==> config.mk <==
export PLATFORM = sky130hd
export DESIGN_NAME = apc_ctrl
export DESIGN_NICKNAME = d
export VERILOG_FILES = /design/src/shared/apc_pkg.sv /design/src/rtl/apc_sync.sv /design/src/rtl/apc_ctrl.sv
export SDC_FILE = /design/constraint.sdc
export NUM_CORES = 1
export LEC_CHECK = 0
export BUFFER_PORTS_ARGS = -buffer_cell sky130_fd_sc_hd__buf_2
export CAP_MARGIN = 30
export CORE_MARGIN = 10
export CORE_UTILIZATION = 40
export CTS_BUF_LIST = sky130_fd_sc_hd__clkbuf_2
export DETAILED_ROUTE_END_ITERATION = 12
export GPL_TIMING_DRIVEN = 1
export PLACE_DENSITY = 0.64
export REMOVE_ABC_BUFFERS = 1
export SETUP_SLACK_MARGIN = 0.3
export SKIP_LAST_GASP = 1
export SYNTH_ARGS = -nofsm -noshare
export SYNTH_HDL_FRONTEND = slang
export SYNTH_SLANG_ARGS = --single-unit
==> constraint.sdc <==
create_clock -name clk -period 1.65 [get_ports clk]
set_clock_uncertainty 0.15 [all_clocks]
set_input_delay 0 -clock clk [delete_from_list [all_inputs] [get_ports clk]]
set_output_delay 0 -clock clk [all_outputs]
set_load 0.01 [all_outputs]
==> src/shared/apc_pkg.sv <==
// Shared constants and types for the parallel conversion-control block
package apc_pkg;
   // Result and bus widths
   localparam int RES_W         = 12;
   localparam int CHAN_W        = 3;
   localparam int BYTE_W        = 8;
   localparam int NIB_W         = 4;
   // Conversion timing: master clock edges, then tail delay
   localparam int CONV_EDGES    = 13;
   localparam int TAIL_DELAY_NS = 20;
   localparam int CLK_PERIOD_NS = 20;
   localparam int TAIL_CYCLES   = (TAIL_DELAY_NS + CLK_PERIOD_NS - 1) / CLK_PERIOD_NS < 1 ? 1 :
                                  (TAIL_DELAY_NS + CLK_PERIOD_NS - 1) / CLK_PERIOD_NS;
   localparam int CNT_W         = 4;
   // Reset values
   localparam logic [RES_W-1:0]  RESULT_RST = 12'h000;
   localparam logic [RES_W-1:0]  WREG_RST   = 12'h000;
   localparam logic [CHAN_W-1:0] CHAN_RST   = 3'h0;
   // Conversion states
   typedef enum logic [1:0] {
      ST_TRACK,
      ST_CONVERT,
      ST_TAIL
   } apc_state_t;
endpackage

==> src/rtl/apc_sync.sv <==
// Two-flop synchroniser for asynchronous pin inputs
`timescale 1ns/1ps
module apc_sync #(
   parameter int W = 1
) (
   // Clock and reset
   input  wire logic         clk,
   input  wire logic         arst_n,
   // Data
   input  wire logic [W-1:0] d,
   output logic      [W-1:0] q
);
   logic [W-1:0] meta_q;

   // First stage is read only by the second
   always_ff @(posedge clk or negedge arst_n) begin
      if (!arst_n) begin
         meta_q <= '0;
         q      <= '0;
      end else begin
         meta_q <= d;
         q      <= meta_q;
      end
   end
endmodule

==> src/rtl/apc_ctrl.sv <==
// Conversion control and parallel host port of a 12-bit converter
`timescale 1ns/1ps
// Behaviour
// Upper data lines three-state, gated by strobes
// Busy rises after start strobe falls
// Busy falls once result is loaded
// Track mode on thirteenth master clock edge
// Thirteen master edges plus tail delay
// Works with continuous or burst master clock
// Start falling edge enters hold, starts conversion
// Start rising edge wakes from power-down
// Write strobe with select captures bus data
// Result driven after read strobe falls
// Strobes ignored without active chip select
// Byte mode: high byte enable picks half
// High byte read carries channel identifier
// Host drives high-byte bits 4-7 zero
// Word/byte select picks transfer width
// Bus released unless select and read low
module apc_ctrl
   import apc_pkg::*;
#(
   parameter int CONV_N = CONV_EDGES
) (
   // Clock and reset
   input  wire logic              clk,
   input  wire logic              arst_n,
   // Conversion pins
   input  wire logic              master_conv_clock,
   input  wire logic              conversion_start_n,
   output logic                   busy,
   output logic                   track_mode,
   // Host strobes
   input  wire logic              cs_n,
   input  wire logic              rd_n,
   input  wire logic              wr_n,
   input  wire logic              word_mode,
   // Data bus: bit 8 doubles as high_byte_select in byte mode
   input  wire logic [RES_W-1:0]  data_in,
   output logic      [RES_W-1:0]  data_out,
   output logic      [RES_W-1:0]  data_oe,
   // Converter core side
   input  wire logic [RES_W-1:0]  sar_result,
   input  wire logic [CHAN_W-1:0] sar_channel,
   input  wire logic              low_power_mode,
   output logic                   power_up,
   output logic      [RES_W-1:0]  wr_data,
   output logic                   wr_strobe,
   output logic                   wr_high_byte
);
   localparam int HBS_BIT = BYTE_W;
   localparam int NPIN    = 8 + RES_W;

   typedef struct packed {
      apc_state_t        st;
      logic [CNT_W-1:0]  edges;
      logic [CNT_W-1:0]  tail;
      logic              mclk_prev;
      logic              cst_prev;
      logic              rd_prev;
      logic              wr_prev;
      logic              busy;
      logic              track;
      logic              pwr;
      logic [RES_W-1:0]  result;
      logic [CHAN_W-1:0] chan;
      logic [RES_W-1:0]  dout;
      logic [RES_W-1:0]  oe;
      logic [RES_W-1:0]  wdata;
      logic              wstb;
      logic              whigh;
   } apc_regs_t;

   apc_regs_t r_q;
   apc_regs_t r_d;

   logic [NPIN-1:0] pins_raw;
   logic [NPIN-1:0] pins_s;
   logic            mclk_s;
   logic            cst_s;
   logic            cs_s;
   logic            rd_s;
   logic            wr_s;
   logic            wm_s;
   logic [RES_W-1:0] din_s;

   // All pins cross into clk through two flops; active-low strobes are
   // inverted first so a cleared synchroniser reads as idle, not as a read
   assign pins_raw = {master_conv_clock, ~conversion_start_n, ~cs_n, ~rd_n, ~wr_n,
                      word_mode, 2'b00, data_in};

   apc_sync #(
      .W (NPIN)
   ) u_sync (
      .clk    (clk),
      .arst_n (arst_n),
      .d      (pins_raw),
      .q      (pins_s)
   );

   assign mclk_s = pins_s[NPIN-1];
   assign cst_s  = ~pins_s[NPIN-2];
   assign cs_s   = ~pins_s[NPIN-3];
   assign rd_s   = ~pins_s[NPIN-4];
   assign wr_s   = ~pins_s[NPIN-5];
   assign wm_s   = pins_s[NPIN-6];
   assign din_s  = pins_s[RES_W-1:0];

   // Read data formatting shared by every read cycle
   function automatic logic [RES_W-1:0] read_word(
      input logic              wm,
      input logic              hb,
      input logic [RES_W-1:0]  res,
      input logic [CHAN_W-1:0] ch
   );
      logic [RES_W-1:0] w;
      w = '0;
      if (wm) begin
         w = res;
      end else if (hb) begin
         w[NIB_W-1:0]          = res[RES_W-1:BYTE_W];
         w[NIB_W+CHAN_W-1:NIB_W] = ch;
      end else begin
         w[BYTE_W-1:0] = res[BYTE_W-1:0];
      end
      return w;
   endfunction

   // Drive mask: byte mode keeps bits 8 and up as inputs
   function automatic logic [RES_W-1:0] drive_mask(input logic wm);
      return wm ? {RES_W{1'b1}} : {{(RES_W-BYTE_W){1'b0}}, {BYTE_W{1'b1}}};
   endfunction

   // Next-state logic
   always_comb begin
      logic mclk_rise;
      logic cst_fall;
      logic cst_rise;
      logic rd_act;
      logic wr_fall;
      mclk_rise = 1'b0;
      cst_fall  = 1'b0;
      cst_rise  = 1'b0;
      rd_act    = 1'b0;
      wr_fall   = 1'b0;
      r_d       = r_q;
      r_d.mclk_prev = mclk_s;
      r_d.cst_prev  = cst_s;
      r_d.rd_prev   = rd_s;
      r_d.wr_prev   = wr_s;
      r_d.wstb      = 1'b0;
      r_d.pwr       = 1'b0;
      mclk_rise = mclk_s & ~r_q.mclk_prev;
      cst_fall  = ~cst_s & r_q.cst_prev;
      cst_rise  = cst_s & ~r_q.cst_prev;

      // Wake on start rise
      if (cst_rise && low_power_mode) begin
         r_d.pwr = 1'b1;
      end

      // Conversion sequencer; edges counted only when the master clock moves,
      // so a burst clock simply pauses the count
      // Burst clock tolerated
      unique case (r_q.st)
         ST_TRACK: begin
            // Hold and start
            if (cst_fall) begin
               r_d.st    = ST_CONVERT;
               r_d.track = 1'b0;
               // Busy raised
               r_d.busy  = 1'b1;
               r_d.edges = '0;
            end
         end
         ST_CONVERT: begin
            // Count master edges
            if (mclk_rise) begin
               r_d.edges = r_q.edges + CNT_W'(1);
               if (r_q.edges == CNT_W'(CONV_N - 1)) begin
                  // Back to track
                  r_d.track = 1'b1;
                  r_d.st    = ST_TAIL;
                  r_d.tail  = CNT_W'(TAIL_CYCLES);
               end
            end
         end
         ST_TAIL: begin
            if (r_q.tail == CNT_W'(1)) begin
               // Load result and drop busy on the same edge
               r_d.result = sar_result;
               r_d.chan   = sar_channel;
               r_d.busy   = 1'b0;
               r_d.st     = ST_TRACK;
            end else begin
               r_d.tail = r_q.tail - CNT_W'(1);
            end
         end
      endcase

      // Strobes count only with select low
      rd_act  = ~cs_s & ~rd_s;
      wr_fall = ~cs_s & ~wr_s & r_q.wr_prev;

      // Result onto bus during read
      // Half chosen by high byte select
      // Channel id in high byte
      // Width by word/byte select
      if (rd_act) begin
         r_d.dout = read_word(wm_s, din_s[HBS_BIT], r_q.result, r_q.chan);
         // Gated three-state drive
         r_d.oe   = drive_mask(wm_s);
      end else begin
         // Released otherwise
         r_d.oe   = '0;
         r_d.dout = '0;
      end

      // Capture write data
      // High nibble assumed zero from host, not checked
      if (wr_fall) begin
         r_d.wstb  = 1'b1;
         r_d.whigh = ~wm_s & din_s[HBS_BIT];
         r_d.wdata = wm_s ? din_s : {{(RES_W-BYTE_W){1'b0}}, din_s[BYTE_W-1:0]};
      end
   end

   // State register
   always_ff @(posedge clk or negedge arst_n) begin
      if (!arst_n) begin
         r_q           <= '0;
         r_q.st        <= ST_TRACK;
         r_q.track     <= 1'b1;
         r_q.mclk_prev <= 1'b0;
         r_q.cst_prev  <= 1'b1;
         r_q.rd_prev   <= 1'b1;
         r_q.wr_prev   <= 1'b1;
         r_q.result    <= RESULT_RST;
         r_q.chan      <= CHAN_RST;
         r_q.wdata     <= WREG_RST;
      end else begin
         r_q <= r_d;
      end
   end

   // Outputs straight from flops
   assign busy         = r_q.busy;
   assign track_mode   = r_q.track;
   assign power_up     = r_q.pwr;
   assign data_out     = r_q.dout;
   assign data_oe      = r_q.oe;
   assign wr_data      = r_q.wdata;
   assign wr_strobe    = r_q.wstb;
   assign wr_high_byte = r_q.whigh;
endmodule

== Word-level counts from Yosys, hierarchy flattened ==
Cells that the tools add are included.

* Reduce and logical (&&, ||, !) cells: 11
* Add/sub/neg operators: 2
* Mux-type cells: 24
* Eq/ne operators: 9
* Bitwise operators: 16

{| class="wikitable"
|+ Operators by type and width
! cell !! count
|-
| 12-bit 2-to-1 mux || 2
|-
| 24-bit 2-to-1 mux || 1
|-
| 4-bit one-hot mux with 2 select lines || 2
|-
| 4-bit 2-to-1 mux || 3
|-
| 4-bit AND reduction || 3
|-
| 10-bit 2-to-1 mux || 1
|-
| 2-bit != test (second input constant) || 5
|-
| 1-bit inverter || 9
|-
| 2-bit 2-to-1 mux || 4
|-
| 8-bit 2-to-1 mux || 1
|-
| 1-bit bitwise AND || 7
|-
| 7-bit 2-to-1 mux || 1
|-
| 6-bit 2-to-1 mux || 1
|-
| 2-bit one-hot mux with 3 select lines || 1
|-
| 3-bit AND reduction || 2
|-
| 2-bit nonzero test || 3
|-
| 1-bit 2-to-1 mux || 5
|-
| 4-bit by 1-bit adder with 4-bit output (second input constant) || 1
|-
| 4-bit by 1-bit equality test with 1-bit output (second input constant) || 1
|-
| 4-bit equality test (second input constant) || 1
|-
| 1-bit one-hot mux with 2 select lines || 2
|-
| 4-bit by 1-bit subtractor with 4-bit output (second input constant) || 1
|-
| 2-bit by 1-bit equality test with 1-bit output (second input constant) || 1
|-
| 2-bit equality test (second input constant) || 1
|-
| 3 further kinds || 3
|}

* Output and inout port bits: 41
* Logic and storage cells: 80
* Register bits after elaboration: 105
* Input port bits: 36

== Longest topological paths before layout ==
* Depth in word-level cells: 4
* Gate-level depth with buffers: 8
* Depth with buffers taken out: 6

== Hierarchy ==
From an unflattened synthesis, not the netlist that was laid out.

* Cells, all modules: 286
* Area, all modules: 3777.4 um^2

{| class="wikitable"
|+ Modules (own cells, without submodules)
! module !! sequential area each (um^2) !! times used !! area each (um^2) !! cells each
|-
| apc_ctrl || 1480.2 || 1 || 2776.4 || 246
|-
| apc_sync || 1001.0 || 1 || 1001.0 || 40
|}

== Least setup slack after synthesis ==
OpenSTA, ideal clock, no wires.

* Kind: register -> register
* Start: reg r_q[61] (netlist bit)
* End: reg r_q[38] (netlist bit)
* Period minus slack after synthesis: 1.758 ns
* Stages on the path, launching flop included: 8
* Setup slack: -0.108 ns
* Path buffers: 2
* Arrival: 1.483 ns
* Required time: 1.375 ns
* Library setup time: 0.125 ns
* Cells stage by stage: dfrtp_1 > inv_1 > ha_1 > nor3b_1 > and2_1 > buf_6 > buf_12 > mux2_2

* Cells in the longest elaborated chain, start to end: 2

{| class="wikitable"
|+ RTL lines
! item !! RTL line !! RTL
|-
| from (decl) || apc_ctrl.sv:74 || <nowiki>apc_regs_t r_q;</nowiki>
|-
| from (signal assigned) || apc_ctrl.sv:242 || <nowiki>r_q <= r_d;</nowiki>
|-
| 4-bit by 1-bit equality test with 1-bit output || apc_ctrl.sv:189 || <nowiki>if (r_q.tail == CNT_W'(1)) begin</nowiki>
|-
| 2-bit AND reduction (no line) || n/a ||
|}

Every way passes these cells.
A chain may end at the register's enable or synchronous reset.

== Worst setup path in the final report ==
* Start: reg r_q[61] (netlist bit)
* End: reg r_q[41] (netlist bit)

The elaborated chain is that of the path after synthesis.

==> impl_results.rst <==
.. list-table::
   :header-rows: 1

   * - Metric
     - Value
   * - GP Congestion
     - 0.741
   * - Clock buffers created by TritonCTS
     - 9
   * - Sinks on the clock net
     - 95
   * - Most used cells in the layout excluding fill and tap cells
     - dfrtp_1, dlygate4sd3_1, buf_2, nand2_1
   * - Power density over the cells
     - 963 nW/um2
   * - CTS H-tree depth
     - 3
   * - Termination of the worst setup path
     - r_q[41]
   * - Number of distinct standard cells referenced by the synthesized netlist
     - 35
   * - Pins Over Slew Limit
     - 0
   * - Post-synth EDFFs
     - 0
   * - First-pass GRT wire length
     - 13100 um
   * - CTS tree
     - built
   * - VDD IR-drop max
     - 0.576 mV
   * - Part of the cycle the worst path needs
     - 104%
   * - Count of antenna diodes in the layout
     - 0
   * - Data arrival time of the critical path
     - 2.01 ns
   * - Max-slew headroom at the worst pin
     - 73.3%
   * - Post-synthesis async set-or-reset flop share
     - 100%
   * - Starting DRC count in detailed routing
     - 61
   * - Hold violation total from the final report
     - 0
   * - # nets final
     - 468
   * - Area overhead of the layout relative to synthesis
     - 42.9%
   * - Detailed Place HPWL
     - 5030 um
   * - Insertion delay to the later sink of the worst-skew pair
     - 0.53 ns
   * - Clock root buffer
     - clkbuf_2
   * - Most instantiated flip-flop cell in the synthesis netlist
     - dfrtp_1
   * - Post-CTS clock slew at the launch and capture registers of the worst setup and hold paths
     - 0.25 ns
   * - Beginning of the critical path
     - r_q[61]
   * - Number of port buffers
     - 76
   * - Area of the die
     - 13400 um2
   * - Vias in the first global route
     - 2622
   * - Netlist Area Pre-Place
     - 3680 um2
   * - Biggest fanout along the worst timing path
     - 8
   * - Largest net degree at the start of global routing
     - 43
   * - Residual DRC
     - 0
   * - Most common cell after layout, fill and taps aside
     - dfrtp_1
   * - Static leakage power
     - 2.56 nW
   * - Vias per std cell
     - 4.67
   * - Layout fillers
     - 707
   * - Post-layout total power
     - 5.07 mW
   * - Final non-filler cell area
     - 5260 um2
   * - Type of the worst setup path
     - flip-flop to flip-flop
   * - Library cell contributing the largest single delay on the critical path
     - dfrtp_1
   * - Reg2reg setup slack
     - -0.07 ns
   * - Maximum capacitance violations
     - 0
   * - Remaining number of nets flagged by the antenna check after routing
     - 0
   * - Req. time, crit path
     - 1.94 ns
   * - Slew of the pin with the lowest slew margin
     - 0.401 ns
   * - Instance area at placement
     - 4080 um2
   * - Number of non-filler instances in the completed layout
     - 536
   * - GRT overflow
     - 0
   * - Path length in cells of the critical path
     - 6
   * - Final worst path period need
     - 1.72 ns
   * - Total via count in the routed design
     - 2503
   * - Worst path cell trace
     - inv_2 > ha_4 > nor3b_4 > and2_4 > buf_12 > mux2_4
   * - Total global routing track utilization
     - 12.5%
   * - Clock Tree Buf Depth
     - 2
   * - Crit path capture type
     - flip-flop
   * - Horiz. Die Dim
     - 116 um
   * - Post-synthesis register bit count
     - 95
   * - Fraction of layout instances using a drive strength above 1
     - 42.5%
   * - Number of placed instances with taps included
     - 449
   * - Status
     - finished with violations
   * - Io pins
     - 77
   * - Reg2Reg Capture Point
     - r_q[41]
   * - Max stage delay on crit path
     - 0.44 ns
   * - Per-cell routed wire length
     - 15.0 um
   * - Number of warnings issued by yosys
     - 0
   * - Starting density of the core
     - 41.6%
   * - Number of detailed-route iterations in the first pass
     - 4
   * - Class of the tightest hold or removal check
     - primary input to flip-flop
   * - Crit Reg-Reg Startpoint
     - r_q[61]
   * - Row count
     - 34
   * - Setup repair after global routing missed its margin
     - yes
   * - Violated checks
     - negative setup slack
   * - Logic depth of the worst register-to-register path
     - 6
   * - Synth Instances
     - 286
   * - Final setup vio count
     - 17
   * - Fmax achieved
     - 581 MHz
   * - Worst hold slack
     - 0.0663 ns
   * - Setup slack after layout
     - -0.0720 ns
   * - Drt total wl
     - 8040 um
   * - Total buffers and inverters traversed by the critical path
     - 2
   * - Average cell area after synthesis
     - 12.9 um2
   * - Area of the placeable core
     - 8850 um2
   * - Antenna violations before repair
     - 0
   * - Worst path top cell family by delay
     - flip-flops
   * - Portion of the post-synthesis area used by sequential elements
     - 64.7%
   * - Critical path startpoint category
     - flip-flop
   * - Worst-case setup slack after placement
     - -0.146 ns
   * - Die extent in y
     - 116 um
## synthesized netlist by cell type, types with 5 or more instances
master	number	share of area (%)
a21oi_1	11	1.5
nand3_1	11	1.5
ha_1	7	2.4
and2_1	5	0.85
inv_1	16	1.6
o21ai_0	12	1.6
dfrtp_1	92	63
buf_4	37	7.5
mux2_2	23	7.0
nand2_1	31	3.2
## worst min-delay path, cell delays in order
cell and delay (ns):
dlygate4sd3_1 0.52, buf_2 0.10, mux2_4 0.12
## worst min-delay path by stage
stage,slack (ns),cells after the start,to,startpoint
detailed placement,-0.19,1,wr_data[7],arst_n
global placement,-0.20,1,wr_data[7],arst_n
floorplan,-0.45,0,busy,arst_n
finish,0.07,3,r_q[38],sar_channel[0]
CTS,0.02,3,r_q[48],sar_result[7]
global route,-0.002,3,r_q[38],sar_channel[0]
## sequential cells by signal, summed over array words and instances (netlist names)
signal,cells
wr_data,12
u_sync.q,18
busy,1
u_sync.meta_q,18
wr_strobe,1
wr_high_byte,1
data_out,12
power_up,1
track_mode,1
r_q,28
data_oe,2
## cell type report
class	count	area, um2	area share, %
Clock buffer	9	45.0	0.856
Timing Repair Buffer	171	1450	27.6
Clock inverter	5	60.1	1.14
Sequential cell	95	2380	45.3
Inverter	16	60.1	1.14
Multi-Input combinational cell	132	1130	21.5
Tap cell	108	135	2.57
## per-layer routing
layer / track usage (%) / up-vias / routed length (um)
li1: - / 1201 / -
met1: 15.4 / 1222 / 3440
met2: 19.6 / 71 / 3890
met3: 5.22 / 9 / 621
met4: 3.50 / 0 / 89
met5: 0 / - / 0
## through the flow
step	utilization, %	TNS (ns)
after floorplan	-	-4.65
after global placement	46.1	-0.857
after detailed placement	46.1	-2.19
after CTS	56.6	-0.583
after global routing	59.5	-1.39
final	59.5	-0.841
## kinds of logic after synthesis
| logic type | count (synthesis) | synth area share (%) |
|---|---|---|
| AOI/OAI and AO/OA | 35 | 6.18 |
| adders and majority gates | 7 | 2.38 |
| buffers and inverters | 59 | 10.5 |
| DFF | 95 | 64.7 |
| muxes | 25 | 7.58 |
| and+or+nand+nor | 65 | 8.73 |
## what timing repair did
item	4_1_cts	5_1_grt
endpoints found under the hold margin	129	4
resized for setup	58	30
buffers inserted	7	7
hold buffers	54	4
cloned	1	0
setup endpoints to repair	49	63
pin swaps	14	8
## power by group
part	internal, mW	total (mW)	switching [mW]
clock	0.339	1.09	0.751
combinational	0.757	1.38	0.618
sequential	2.50	2.60	0.108
Power figures use the tool's default switching activity.
